--- src/logic/pc_stack_pkg.sv ---
// Constants for program sequencing, stack and indirect pointer logic
package pc_stack_pkg;
  localparam int PC_W = 10;
  localparam int STK_W = 12;
  localparam int DATA_W = 8;
  localparam int INSN_W = 12;
  localparam int FADDR_W = 5;
  // Register offsets (APB byte addresses)
  localparam logic [7:0] OFF_CTRL = 8'h00;
  localparam logic [7:0] OFF_PC = 8'h04;
  localparam logic [7:0] OFF_PCL = 8'h08;
  localparam logic [7:0] OFF_PTR = 8'h0C;
  localparam logic [7:0] OFF_STK1 = 8'h10;
  localparam logic [7:0] OFF_STK2 = 8'h14;
  localparam logic [7:0] OFF_ACC = 8'h18;
  // Field positions
  localparam int STATUS_PAGE_BIT = 5;
  localparam int PC_PAGE_BIT = 9;
  localparam int PC_MID_BIT = 8;
  localparam int PTR_BANK_BIT = 5;
  localparam int PTR_FIXED_BIT = 6;
  localparam int PTR_SPARE_BIT = 7;
  localparam int CTRL_BANKED_BIT = 0;
  localparam int CTRL_TWO_PAGE_BIT = 1;
  // Reset and fixed values
  localparam logic [DATA_W-1:0] IND_SELF_READ = 8'h00;
  localparam logic [4:0] IND_ALIAS_ADDR = 5'h00;
  localparam logic [DATA_W-1:0] PTR_RESET = 8'hFF;
  localparam logic [PC_W-1:0] PC_ONE = 10'h001;
  localparam logic [PC_W-1:0] PC_LAST_LO = 10'h1FF;
  localparam logic [PC_W-1:0] PC_LAST_HI = 10'h3FF;
  localparam logic [1:0] CTRL_RESET = 2'h0;
  localparam logic [31:0] APB_ZERO = 32'h0000_0000;
  // Instruction classes from the decoder
  typedef enum logic [2:0] {
    OP_NONE = 3'h0,
    OP_JUMP = 3'h1,
    OP_CALL = 3'h2,
    OP_RETURN_WITH_LITERAL = 3'h3,
    OP_PCL_WR = 3'h4
  } pc_op_e;
endpackage

--- src/logic/pc_stack_indirect.sv ---
// Program counter, return stack and indirect data pointer logic
//
// Implementation choices: the address map and the APB register port.
`timescale 1ns/1ps
// Function
// RULE_01: PC increments by one each cycle unless loaded by instruction.
// RULE_02: Jump loads PC bits 8:0 from the instruction field.
// RULE_03: Branches take PC bit 9 from status bit 5.
// RULE_04: PC bits 7:0 readable and writable as data register.
// RULE_05: Call or low-byte write loads bits 7:0, clears PC bit 8.
// RULE_06: Reset sets PC to last location; next increment wraps to zero.
// RULE_07: Reset clears status page select, choosing page 0.
// RULE_08: Two-entry 12-bit stack used only by call and literal return.
// RULE_09: Call copies level 1 to 2, then pushes PC plus one.
// RULE_10: Return loads PC from level 1, copies level 2 to 1.
// RULE_11: Literal return loads accumulator with instruction literal.
// RULE_12: Indirect alias has no storage; accesses redirect via pointer.
// RULE_13: Reading the alias through itself returns 00h.
// RULE_14: Writing the alias through itself changes no register.
// RULE_15: Pointer bits 4:0 select data addresses 00h to 1Fh.
// RULE_16: Unbanked variant: pointer bits 6:5 read as ones.
// RULE_17: Banked variant: pointer bit 5 selects bank, bit 6 reads one.
// RULE_18: PC is 10 bits; bit 9 zero unless two pages.
module pc_stack_indirect (
  input wire logic pclk,
  input wire logic presetn,
  input wire logic psel,
  input wire logic penable,
  input wire logic pwrite,
  input wire logic [7:0] paddr,
  input wire logic [31:0] pwdata,
  output logic [31:0] prdata,
  output logic pready,
  output logic pslverr,
  input wire logic cycle_en,
  input wire pc_stack_pkg::pc_op_e pc_op,
  input wire logic [pc_stack_pkg::INSN_W-1:0] insn_word,
  input wire logic [pc_stack_pkg::DATA_W-1:0] pcl_wr_data,
  input wire logic [pc_stack_pkg::DATA_W-1:0] status_reg,
  input wire logic ptr_wr,
  input wire logic [pc_stack_pkg::DATA_W-1:0] ptr_wr_data,
  input wire logic [pc_stack_pkg::FADDR_W-1:0] file_addr,
  input wire logic file_wr,
  input wire logic [pc_stack_pkg::DATA_W-1:0] file_wr_data,
  input wire logic [pc_stack_pkg::DATA_W-1:0] ram_rd_data,
  output logic [pc_stack_pkg::PC_W-1:0] pc,
  output logic [pc_stack_pkg::DATA_W-1:0] ptr_read,
  output logic [pc_stack_pkg::DATA_W-1:0] acc,
  output logic acc_load,
  output logic status_page_clr,
  output logic [5:0] ram_addr,
  output logic ram_wr,
  output logic [pc_stack_pkg::DATA_W-1:0] ram_wr_data,
  output logic [pc_stack_pkg::DATA_W-1:0] ind_rd_data
);
  import pc_stack_pkg::*;

  logic [1:0] ctrl_ff, nxt_ctrl;
  logic [PC_W-1:0] pc_ff, nxt_pc;
  logic [STK_W-1:0] stk1_ff, nxt_stk1;
  logic [STK_W-1:0] stk2_ff, nxt_stk2;
  logic [DATA_W-1:0] acc_ff, nxt_acc;
  logic acc_load_ff, nxt_acc_load;
  logic [DATA_W-1:0] ptr_ff, nxt_ptr;
  logic page_clr_ff, nxt_page_clr;
  logic banked;
  logic two_page;
  logic bus_wr;
  logic bus_rd_valid;
  logic ctrl_bus_wr;
  logic ptr_bus_wr;
  logic ptr_core_wr;
  logic ind_sel;
  logic ind_self;
  logic [DATA_W-1:0] pcl_val;
  logic [DATA_W-1:0] ptr_val;

  // Apply page bit only on two-page variant
  function automatic logic [PC_W-1:0] with_page(
    input logic [PC_W-1:0] v,
    input logic page,
    input logic en
  );
    logic [PC_W-1:0] r;
    r = v;
    r[PC_PAGE_BIT] = page & en;
    return r;
  endfunction

  // Pointer read value with bit 6, and bit 5 when unbanked, forced high and bit 7 forced low
  function automatic logic [DATA_W-1:0] ptr_view(
    input logic [DATA_W-1:0] p,
    input logic bank_en
  );
    logic [DATA_W-1:0] r;
    r = p;
    r[PTR_SPARE_BIT] = 1'b0;
    r[PTR_FIXED_BIT] = 1'b1;
    if (!bank_en) begin
      r[PTR_BANK_BIT] = 1'b1;
    end
    return r;
  endfunction

  // Next sequential program address
  function automatic logic [PC_W-1:0] pc_inc(
    input logic [PC_W-1:0] v
  );
    return v + PC_ONE;
  endfunction

  // Index field of the indirect pointer
  function automatic logic [FADDR_W-1:0] ptr_index(
    input logic [DATA_W-1:0] p
  );
    return p[FADDR_W-1:0];
  endfunction

  // Data memory address reached through the indirect alias
  function automatic logic [FADDR_W:0] ind_addr(
    input logic [DATA_W-1:0] p,
    input logic bank_en
  );
    return {bank_en & p[PTR_BANK_BIT], ptr_index(p)};
  endfunction

  assign banked = ctrl_ff[CTRL_BANKED_BIT];
  assign two_page = ctrl_ff[CTRL_TWO_PAGE_BIT];
  assign bus_wr = psel & penable & pwrite;
  assign pready = 1'b1;
  assign pslverr = 1'b0;

  // Indirect alias decoding
  assign ind_sel = (file_addr == IND_ALIAS_ADDR); // [RULE_12]
  assign ind_self = (ptr_index(ptr_ff) == IND_ALIAS_ADDR); // [RULE_13]
  assign pcl_val = pc_ff[7:0]; // [RULE_04]
  assign ptr_val = ptr_view(ptr_ff, banked); // [RULE_16] [RULE_17]
  assign ptr_read = ptr_val;

  // Register writes from the bus and from the core
  assign ctrl_bus_wr = bus_wr & (paddr == OFF_CTRL);
  assign ptr_bus_wr = bus_wr & (paddr == OFF_PTR);
  assign ptr_core_wr = cycle_en & ptr_wr;

  always_comb begin
    ram_addr = {1'b0, file_addr};
    ram_wr = file_wr;
    ram_wr_data = file_wr_data;
    ind_rd_data = ram_rd_data;
    if (ind_sel) begin
      ram_addr = ind_addr(ptr_ff, banked); // [RULE_15] [RULE_17]
      ram_wr = file_wr & ~ind_self; // [RULE_14]
      if (ind_self) begin
        ind_rd_data = IND_SELF_READ; // [RULE_13]
      end
    end
  end

  // Program counter, return stack and accumulator next state
  always_comb begin
    nxt_pc = pc_ff;
    nxt_stk1 = stk1_ff;
    nxt_stk2 = stk2_ff;
    nxt_acc = acc_ff;
    nxt_acc_load = 1'b0;
    if (cycle_en) begin
      nxt_pc = pc_inc(pc_ff); // [RULE_01]
      if (!two_page) begin
        nxt_pc[PC_PAGE_BIT] = 1'b0; // [RULE_18]
      end
      case (pc_op)
        OP_JUMP: begin
          nxt_pc = with_page({1'b0, insn_word[PC_MID_BIT:0]},
            status_reg[STATUS_PAGE_BIT], two_page); // [RULE_02] [RULE_03]
        end
        OP_CALL: begin
          nxt_stk2 = stk1_ff; // [RULE_09]
          nxt_stk1 = STK_W'(pc_inc(pc_ff)); // [RULE_09] [RULE_08]
          nxt_pc = with_page({2'b00, insn_word[DATA_W-1:0]},
            status_reg[STATUS_PAGE_BIT], two_page); // [RULE_05] [RULE_03]
        end
        OP_RETURN_WITH_LITERAL: begin
          nxt_pc = stk1_ff[PC_W-1:0]; // [RULE_10]
          nxt_stk1 = stk2_ff; // [RULE_10]
          nxt_acc = insn_word[DATA_W-1:0]; // [RULE_11]
          nxt_acc_load = 1'b1; // [RULE_11]
        end
        OP_PCL_WR: begin
          nxt_pc = with_page({2'b00, pcl_wr_data},
            status_reg[STATUS_PAGE_BIT], two_page); // [RULE_05] [RULE_04]
        end
        default: begin
        end
      endcase
    end
  end

  always_ff @(posedge pclk or negedge presetn) begin
    if (!presetn) begin
      pc_ff <= PC_LAST_HI; // [RULE_06]
      stk1_ff <= '0;
      stk2_ff <= '0;
      acc_ff <= '0;
      acc_load_ff <= 1'b0;
    end else begin
      pc_ff <= nxt_pc;
      stk1_ff <= nxt_stk1;
      stk2_ff <= nxt_stk2;
      acc_ff <= nxt_acc;
      acc_load_ff <= nxt_acc_load;
    end
  end

  // Indirect pointer; a bus write in the same cycle wins over the core
  always_comb begin
    nxt_ptr = ptr_ff;
    if (ptr_core_wr) begin
      nxt_ptr = ptr_wr_data;
    end
    if (ptr_bus_wr) begin
      nxt_ptr = pwdata[DATA_W-1:0];
    end
  end

  always_ff @(posedge pclk or negedge presetn) begin
    if (!presetn) begin
      ptr_ff <= PTR_RESET;
    end else begin
      ptr_ff <= nxt_ptr;
    end
  end

  // Variant control register
  always_comb begin
    nxt_ctrl = ctrl_ff;
    if (ctrl_bus_wr) begin
      nxt_ctrl = pwdata[CTRL_TWO_PAGE_BIT:CTRL_BANKED_BIT];
    end
  end

  always_ff @(posedge pclk or negedge presetn) begin
    if (!presetn) begin
      ctrl_ff <= CTRL_RESET;
    end else begin
      ctrl_ff <= nxt_ctrl;
    end
  end

  // Page clear holds through reset and one cycle after it
  always_comb begin
    nxt_page_clr = 1'b0;
  end

  always_ff @(posedge pclk or negedge presetn) begin
    if (!presetn) begin
      page_clr_ff <= 1'b1; // [RULE_07]
    end else begin
      page_clr_ff <= nxt_page_clr;
    end
  end

  // Reset vector is last location of the configured program space
  always_comb begin
    if (two_page) begin
      pc = pc_ff; // [RULE_06]
    end else begin
      pc = pc_ff & PC_LAST_LO; // [RULE_06] [RULE_18]
    end
  end
  assign acc = acc_ff;
  assign acc_load = acc_load_ff;
  assign status_page_clr = page_clr_ff; // [RULE_07]

  // APB read mux
  assign bus_rd_valid = psel & ~pwrite;
  always_comb begin
    prdata = APB_ZERO;
    if (bus_rd_valid) begin
      case (paddr)
        OFF_CTRL: begin
          prdata = {30'h0, ctrl_ff};
        end
        OFF_PC: begin
          prdata = {22'h0, pc};
        end
        OFF_PCL: begin
          prdata = {24'h0, pcl_val}; // [RULE_04]
        end
        OFF_PTR: begin
          prdata = {24'h0, ptr_val};
        end
        OFF_STK1: begin
          prdata = {20'h0, stk1_ff};
        end
        OFF_STK2: begin
          prdata = {20'h0, stk2_ff};
        end
        OFF_ACC: begin
          prdata = {24'h0, acc_ff};
        end
        default: begin
          prdata = APB_ZERO;
        end
      endcase
    end
  end
endmodule // pc_stack_indirect

--- config.mk ---
export PLATFORM = sky130hd
export DESIGN_NAME = pc_stack_indirect
export DESIGN_NICKNAME = d
export VERILOG_FILES = /design/src/logic/pc_stack_pkg.sv /design/src/logic/pc_stack_indirect.sv
export SDC_FILE = /design/constraint.sdc
export NUM_CORES = 1
export LEC_CHECK = 0
export ABC_AREA = 1
export BUFFER_PORTS_ARGS = -buffer_cell sky130_fd_sc_hd__buf_2
export CAP_MARGIN = 10
export CORE_ASPECT_RATIO = 1.5
export CORE_MARGIN = 4
export CORE_UTILIZATION = 51
export CTS_CLUSTER_DIAMETER = 150
export DETAILED_ROUTE_END_ITERATION = 16
export PLACE_DENSITY = 0.88
export SYNTH_ARGS = -nofsm -noshare
export SYNTH_HDL_FRONTEND = slang
export SYNTH_SLANG_ARGS = --single-unit
--- constraint.sdc ---
create_clock -name pclk -period 4.7 [get_ports pclk]
set_clock_uncertainty 0.15 [all_clocks]
set_input_delay 0.94 -clock pclk [delete_from_list [all_inputs] [get_ports pclk]]
set_output_delay 0.94 -clock pclk [all_outputs]
set_load 0.1 [all_outputs]
**Yosys cells after proc, flatten, opt, wreduce, memory -nomap -nowiden**

Index checks and enable logic that the tools add are counted.

- Register bits after elaboration: 52
- Input bits: 108
- Output and inout port bits: 85

- $add $sub $neg: 1
- Equal/unequal tests: 10
- Multiplexer cells: 15
- Bitwise operators: 11
- Reduce and logical (&&, ||, !) cells: 8

Operator list:

| kind | number |
|---|---|
| 12-bit case mux with 7 select lines | 1 |
| 10-bit case mux with 4 select lines | 1 |
| 8-bit by 5-bit == test with 1-bit output (second input constant) | 3 |
| 12-bit case mux with 2 select lines | 1 |
| 6-bit two-way mux | 3 |
| 8-bit by 4-bit == test with 1-bit output (second input constant) | 2 |
| 8-bit two-way mux | 2 |
| 12-bit two-way mux | 1 |
| 10-bit by 1-bit adder with 10-bit output (second input constant) | 1 |
| 5-bit zero test | 2 |
| 10-bit two-way mux | 1 |
| 1-bit bitwise AND | 9 |
| 8-bit by 3-bit == test with 1-bit output (second input constant) | 1 |
| 8-bit zero test | 1 |
| 3-bit by 2-bit == test with 1-bit output (second input constant) | 2 |
| 2-bit AND reduction | 3 |
| 1-bit two-way mux | 5 |
| 2-bit nonzero test | 2 |
| 3-bit by 1-bit == test with 1-bit output (second input constant) | 1 |
| 3-bit == test (second input constant) | 1 |
| 1-bit NOT | 2 |

**Depth between registers and ports, before layout**

Gate-level depths: netlist of the first run.

- Word-level depth: 4
- Depth in mapped cells: 9
- Mapped depth without buffers: 9

**Worst setup path before layout of the first run**

Ideal clock, no wire load.

- Kind: input port to output port
- Start point: input file_addr[2] (netlist name)
- End point: output ram_addr[0]
- Data arrival time: 3448 ps
- Required time: 3610 ps
- Slack: 162 ps
- Stages: 3
- Buffers on the path: 0
- Cell sequence: nor3_1 > nand3_1 > o21ai_0

- Cells in the longest elaborated chain, start to end: 2

Ends and longest elaborated chain:

| element | line | text |
|---|---|---|
| from (decl) | pc_stack_indirect.sv:42 | `input wire logic [pc_stack_pkg::FADDR_W-1:0] file_addr,` |
| 5-bit zero test | pc_stack_indirect.sv:134 | `assign ind_sel = (file_addr == IND_ALIAS_ADDR);` |
| 6-bit two-way mux | pc_stack_indirect.sv:150 | `if (ind_sel) begin` |
| to (decl) | pc_stack_indirect.sv:51 | `output logic [5:0] ram_addr,` |

No other way between the ends.

**Final worst setup path of the first run**

- Start point: input paddr[1]
- End point: output prdata[7]

- Cells in the longest elaborated chain, start to end: 3

Ends and longest elaborated chain:

| element | line | text |
|---|---|---|
| from (decl) | pc_stack_indirect.sv:30 | `input wire logic [7:0] paddr,` |
| 8-bit by 5-bit == test with 1-bit output (tied with other cells) | pc_stack_indirect.sv:279 | `case (paddr)` |
| 12-bit case mux with 7 select lines * | pc_stack_indirect.sv:279 |  |
| 12-bit two-way mux * | pc_stack_indirect.sv:278 | `if (bus_rd_valid) begin` |
| to (decl) | pc_stack_indirect.sv:32 | `output logic [31:0] prdata,` |

Mark *: on every way between the ends. The rest lies on a longest branch, timed or not.

==> run metrics, run 1 <==
result of the run completed; endpoint class of the critical path output port; wire length of the first global-routing pass 18160 um; fmax 0.2626 GHz; full die area 9160 um^2; Post-DP HPWL 9058 um; required arrival time at the worst endpoint 3610 ps; Top-Level Pins 193; async set-or-reset flop fraction in the synthesized netlist 100.0%; layout cell share with drive strength beyond 1 27.75%; beginning of the worst register-to-register path pc_ff[0]; number of endpoints failing setup at the final stage 0; worst setup slack for register-to-register paths 2790 ps; worst path cell trace buf_2 -> nor2_4 -> nand2_1 -> nor2_1 -> buf_4 -> nor2_1 -> nand3_1 -> nand2_1 -> nor2_1 -> buf_2; Peak supply drop 0.0002180 V; area share of the largest cell type after synthesis 22.40%; Residual DRC 0; CTS H-Tree Depth 2; placeable core area 7370 um^2; clock transition at the registers of the reported paths 90 ps; Sequential Power Share 37.6%; most common flop cell mapped by yosys sky130_fd_sc_hd__dfrtp_1; Fin. Hold Viols 0; worst-path maximum fanout 8; number of enable flip-flop cells after synthesis 0; Logic pwr share 43.2%; growth of design area from synthesis to finish 12.19%; Worst Hold Margin 342.4 ps; leakage power of the design 2.431 nW; Cell Int Power 0.8478 mW; Synth Register Bits 52; antenna diode count 0; post-synth top area cell sky130_fd_sc_hd__dfrtp_1; total clock sinks 52; die outline width 79.49 um; Yosys warnings 0; Starting Density 53.06%; Max Cap Viol 0; RSZ-0062 raised after global routing no; worst-path cell with the longest stage delay sky130_fd_sc_hd__buf_2; number of setup buffers added after CTS 0; final routed wire length divided by cell count 15.07 um; via total after detailed routing 4018; Post-CTS Resized 0; cts hold-fix bufs 0; count of pins over their slew limit 0; cell types occupying the most area after synthesis sky130_fd_sc_hd__dfrtp_1 22%, sky130_fd_sc_hd__nand2_1 16%, sky130_fd_sc_hd__dfstp_2 11%, sky130_fd_sc_hd__buf_4 9.2%, sky130_fd_sc_hd__inv_1 7.5%; number of optimization iterations in the first detailed-route pass 5; CP dominant cell by count sky130_fd_sc_hd__nor2_1; transition at the pin with the smallest max-transition slack 537.9 ps; clock buffer count from CTS 5; fraction of power spent switching nets 50.04%; fillcell total 716; number of port buffers 114; DRT Wirelength 11500 um; Switch Pwr 0.8490 mW; Longest Clk Path Bufs 2; number of distinct library cells after synthesis 37; count of nets left with antenna violations after detail routing 0; vias in the first global route 3999; Crit Path Class in -> out; Initial DRC Count 199; crit share post-route 81.02%; crit path DAT 2720 ps; std cell rows 38; Vias per Instance 5.266; number of antenna violations at the first check in global routing 0; Avg Synthesized Cell Area 6.848 um^2; number of buffer and inverter stages on the critical path 3; Hold Path Origin stk2_ff[8]; worst setup path start paddr[1]; kind of path behind the tightest hold check reg -> reg; worst slew margin relative to its limit 63.94%; TritonCTS clock tree yes; Vert. Die Dim 115.2 um; pin count of the biggest net entering global routing 39; category of cells accounting for the largest share of critical-path delay simple AND/OR/NAND/NOR gates; Power Total 1.697 mW; Cell Area, Synth 3910 um^2; overflow left after global routing 0; root buf cell sky130_fd_sc_hd__clkbuf_8; final-stage net count 771; stage delay of the slowest cell on the critical path 450 ps; pwr dens 386.8 nW/um^2; Total GRT Usage 25.49%; total negative slack 0 ps; gpl congestion 0.9600; utilization after layout 59.52%; Clock power frac 19.2%; clock latency of the later-clocked register in the worst-skew pair 330 ps; kind of start point of the critical path primary input; sequential-to-total area share from yosys stat 33.82%; number of instances in the synthesized netlist 571; minimum clock period 3808 ps
## per-stage QoR
| step | setup WS (ps) | area, um^2 | instances |
|---|---|---|---|
| finish | 892.1 | 4387 | 763 |
| global route | 744.6 | 4387 | 763 |
| CTS | 924.1 | 4387 | 763 |
| detailed placement | 928.1 | 4272 | 755 |
| global placement | 983.6 | 4272 | 755 |
| floorplan | 162.0 | 3996 | 594 |
## synthesized netlist by cell type, types with 3 or more instances
library cell               instances
sky130_fd_sc_hd__a21oi_1          14
sky130_fd_sc_hd__buf_4            48
sky130_fd_sc_hd__buf_6             5
sky130_fd_sc_hd__dfrtp_1          35
sky130_fd_sc_hd__dfstp_2          17
sky130_fd_sc_hd__inv_1            78
sky130_fd_sc_hd__inv_2             5
sky130_fd_sc_hd__nand2_1         162
sky130_fd_sc_hd__nand2_2           3
sky130_fd_sc_hd__nand2_4           3
sky130_fd_sc_hd__nand3_1          31
sky130_fd_sc_hd__nor2_1           65
sky130_fd_sc_hd__nor2_2            4
sky130_fd_sc_hd__nor2_4            5
sky130_fd_sc_hd__nor3_1            3
sky130_fd_sc_hd__o211ai_1          6
sky130_fd_sc_hd__o21ai_0          31
sky130_fd_sc_hd__o21ai_1          12
sky130_fd_sc_hd__o21ai_2          15
sky130_fd_sc_hd__o21bai_1          3
sky130_fd_sc_hd__o22ai_1           4
## final cells by class
| type | count | area [um^2] | share of cell area (%) |
|---|---|---|---|
| clock buffers | 5 | 68.82 | 1.569 |
| repair buffers | 116 | 585.6 | 13.35 |
| inverters | 86 | 325.3 | 7.416 |
| clock inverters | 3 | 46.29 | 1.055 |
| multi-input cells | 401 | 1913 | 43.61 |
| flip-flops and latches | 52 | 1323 | 30.15 |
| well taps | 100 | 125.1 | 2.852 |
## flip-flops by register name (all words and copies together) (netlist names)
name / cells
stk2_ff: 12
ctrl_ff: 2
pc_ff: 10
ptr_ff: 6
acc: 8
stk1_ff: 12
status_page_clr: 1
acc_load: 1
## cell usage in the layout, fill, tap and decap left out, types with 5 or more instances in the layout
cell type                  synthesis  routed
sky130_fd_sc_hd__o211ai_1          6       6
sky130_fd_sc_hd__o21ai_0          31      31
sky130_fd_sc_hd__inv_2             5       5
sky130_fd_sc_hd__nand2_1         162     162
sky130_fd_sc_hd__o21ai_1          12      12
sky130_fd_sc_hd__nor2_4            5       5
sky130_fd_sc_hd__a21oi_1          14      14
sky130_fd_sc_hd__o21ai_2          15      15
sky130_fd_sc_hd__dfrtp_1          35      35
sky130_fd_sc_hd__dfstp_2          17      17
sky130_fd_sc_hd__conb_1            2      25
sky130_fd_sc_hd__inv_1            78      78
sky130_fd_sc_hd__clkbuf_8          1       5
sky130_fd_sc_hd__nor2_1           65      65
sky130_fd_sc_hd__buf_2             1     114
sky130_fd_sc_hd__nand3_1          31      31
## cells by family after synthesis
kind of cell    after synthesis  share of synthesized area, %
other cells                   2                        0.1921
simple gates                285                         31.71
buf+inv                     141                         19.46
flops                        52                         33.82
xor+xnor                      2                        0.4481
fa+ha+maj                     1                        0.3199
mux                           1                        0.3839
compound gates               87                         13.66
## power by group through the flow
stage               logic [mW]  clock network, mW  registers, mW
finish                   0.733              0.326          0.638
global route             0.776              0.344          0.647
CTS                      0.732              0.329          0.634
detailed placement       0.729                  0          0.642
global placement         0.719                  0          0.637
floorplan                0.579                  0          0.714
## per-layer routing
| metal | global-route usage [%] | up-vias | part of all wire [%] |
|---|---|---|---|
| met5 | 0 | - | 0 |
| met1 | 25.57 | 1836 | 34 |
| li1 | - | 1890 | - |
| met2 | 47.13 | 235 | 52 |
| met3 | 4.937 | 57 | 8.0 |
| met4 | 16.17 | 0 | 5.7 |
## worst min-delay path: stages, from the launching register on
cell,delay [ps]
sky130_fd_sc_hd__dfrtp_1,350
sky130_fd_sc_hd__nand2_1,60
sky130_fd_sc_hd__o21ai_2,50
## worst paths after layout
kind	to	cells after the start
worst min-delay path	stk2_ff[8]	2
worst max register to register	stk1_ff[8]	8
min in group asynchronous	stk2_ff[5]	1
max in group asynchronous	status_page_clr	2
worst max-delay path	prdata[7]	10
worst min register to register	stk2_ff[8]	2
No activity file was read; power rests on OpenSTA's default activity.
==> run 2, diff against run 1 <==
- CORE_UTILIZATION: 51 -> 42
- PLACE_DENSITY: 0.88 -> 0.77
- clock period: 4.7 -> 3.2 ns (I/O delays scaled with it)
==> run metrics, run 2 (same netlist as run 1, synthesis figures left out) <==
result of the run completed; overflow left after global routing 0 (unchanged); full die area 10950 um^2 (+20%); Post-CTS Resized 0 (unchanged); Crit Path Class in -> out; Peak supply drop 0.0002839 V (+30%); wire length of the first global-routing pass 18690 um (+2.9%); wire length on met1 4358 um (+10%); antenna diode count 0 (unchanged); pwr dens 550.4 nW/um^2 (+42%); Vert. Die Dim 126.2 um (+9.5%); number of setup buffers added after CTS 0 (unchanged); minimum clock period 2925 ps; vias in the first global route 3723 (-6.9%); total clock sinks 52 (unchanged); number of optimization iterations in the first detailed-route pass 5 (unchanged); Fin. Hold Viols 0 (unchanged); CTS H-Tree Depth 2 (unchanged); clock buffer count from CTS 5 (unchanged); Total GRT Usage 21.85% (-3.6 points); root buf cell sky130_fd_sc_hd__clkbuf_16; sequential cell area in the final layout 1323 um^2 (unchanged); growth of design area from synthesis to finish 19.33%; fmax 0.3418 GHz; required arrival time at the worst endpoint 2410 ps (-1200 ps); Vias per Instance 4.960 (-5.8%); cell area reported after detailed placement 4517 um^2 (+5.7%); non-filler cells in the finished layout 776 (+1.7%); smallest setup slack after layout 274.6 ps (-617.6 ps); TritonCTS clock tree yes; Longest Clk Path Bufs 2 (unchanged); final-stage net count 774 (+0.39%); Max Cap Viol 0 (unchanged); cts hold-fix bufs 0 (unchanged); via total after detailed routing 3849 (-4.2%); number of port buffers 114 (unchanged); finished layout cell area 4666 um^2 (+6.4%); final routed wire length divided by cell count 15.37 um (+2.0%); worst slew margin relative to its limit 33.96% (-30 points); worst-path maximum fanout 5 (-3); endpoint class of the critical path output port; number of cells on the worst reg-to-reg path 8 (unchanged); wire length on met2 6508 um (+9.2%); top library cells by usage in the layout, fill and taps aside 162 x sky130_fd_sc_hd__nand2_1, 102 x sky130_fd_sc_hd__buf_2, 78 x sky130_fd_sc_hd__inv_1, 59 x sky130_fd_sc_hd__nor2_1, 35 x sky130_fd_sc_hd__dfrtp_1; Residual DRC 0 (unchanged); multi-input combinational cell area 1943 um^2 (+1.6%); count of pins over their slew limit 0 (unchanged); fillcell total 898 (+25%); Top Registers stk1_ff (12), stk2_ff (12), pc_ff (10); crit share post-route 91.42%; clock transition at the registers of the reported paths 70 ps (-20 ps); RSZ-0062 raised after global routing no; Initial DRC Count 283 (+42%); kind of start point of the critical path primary input; DRT Wirelength 11920 um (+3.7%); transition at the pin with the smallest max-transition slack 990.6 ps (+452.7 ps); gpl congestion 0.9563 (-0.39%); number of endpoints failing setup at the final stage 0 (unchanged); routed length on met3 731 um (-21%); most frequent standard cell in the layout excluding fill and tap cells sky130_fd_sc_hd__nand2_1; number of placed cells counting well taps 768 (+1.7%); die outline width 86.78 um (+9.2%); kind of path behind the tightest hold check reg -> reg; count of nets left with antenna violations after detail routing 0 (unchanged); placeable core area 8934 um^2 (+21%); crit path DAT 2140 ps (-580 ps); highest routing layer actually used met4; pin count of the biggest net entering global routing 44 (+13%); hold path cells 2 (unchanged); number of antenna violations at the first check in global routing 0 (unchanged); Post-DP HPWL 9601 um (+6.0%); clock latency of the later-clocked register in the worst-skew pair 290 ps (-40 ps); std cell rows 42 (+11%); leakage power of the design 2.498 nW (+2.8%); Top-Level Pins 193 (unchanged); layout cell share with drive strength beyond 1 29.58% (+1.8 points); Starting Density 43.77% (-9.3 points); worst slack, placed 324.7 ps (-603.4 ps)
## run 2: changes by cell type in the layout (fill, tap and decap cells not counted), moves of 5 or more
cell / before / now
sky130_fd_sc_hd__buf_2: 114 / 102
sky130_fd_sc_hd__clkbuf_16: 0 / 5
sky130_fd_sc_hd__buf_12: 0 / 12
sky130_fd_sc_hd__nor2_1: 65 / 59
sky130_fd_sc_hd__nor2_2: 4 / 10
## run 2: worst max-delay path, stage by stage
cell and delay [ps]:
sky130_fd_sc_hd__buf_2 120, sky130_fd_sc_hd__nor2_4 140, sky130_fd_sc_hd__nand2_1 140, sky130_fd_sc_hd__nor2_1 300, sky130_fd_sc_hd__buf_4 210, sky130_fd_sc_hd__nand2_1 50, sky130_fd_sc_hd__nand2_1 50, sky130_fd_sc_hd__nor2_1 60
sky130_fd_sc_hd__a21oi_2 210, sky130_fd_sc_hd__buf_12 210
## run 2: final cells by class
type                       count  area share, %
clock buffer                   6          2.977
timing repair buffer         119          16.89
clock inverter                 2         0.2145
multi-input combinational    401          41.65
tap                          110          2.950
sequential                    52          28.35
inverter                      86          6.972
## run 2: routing by layer
| layer | global-route usage (%) | vias up |
|---|---|---|
| li1 | - | 1892 |
| met4 | 9.083 | 0 |
| met3 | 2.680 | 27 |
| met2 | 40.49 | 158 |
| met5 | 0 | - |
| met1 | 24.38 | 1772 |
## run 2: worst paths after layout
kind | startpoint | to | slack, ps
hold / removal | stk2_ff[8] | stk2_ff[8] | 340
setup / recovery | paddr[1] | prdata[3] | 270
setup reg to reg | pc_ff[0] | stk1_ff[8] | 1240
max in group asynchronous | presetn | ptr_ff[3] | 1790
min in group asynchronous | presetn | stk1_ff[8] | 360
hold reg to reg | stk2_ff[8] | stk2_ff[8] | 340
## run 2: report_power, final
group / switching (mW) / internal (mW) / total [mW]
combinational: 0.877 / 0.202 / 1.08
clock: 0.245 / 0.309 / 0.554
sequential: 0.125 / 0.810 / 0.935
## run 2: stage by stage
| step | utilization, % | hold WS (ps) | power (mW) | setup TNS (ps) |
|---|---|---|---|---|
| global placement | 50.56 | 314.3 | 2.003 | 0 |
| detailed placement | 50.56 | 324.7 | 2.021 | 0 |
| global route | 52.23 | 371.0 | 2.690 | 0 |
| CTS | 52.23 | 340.9 | 2.577 | 0 |
| finish | 52.23 | 343.2 | 2.568 | 0 |
| floorplan | - | 194.4 | 1.900 | -1583 |
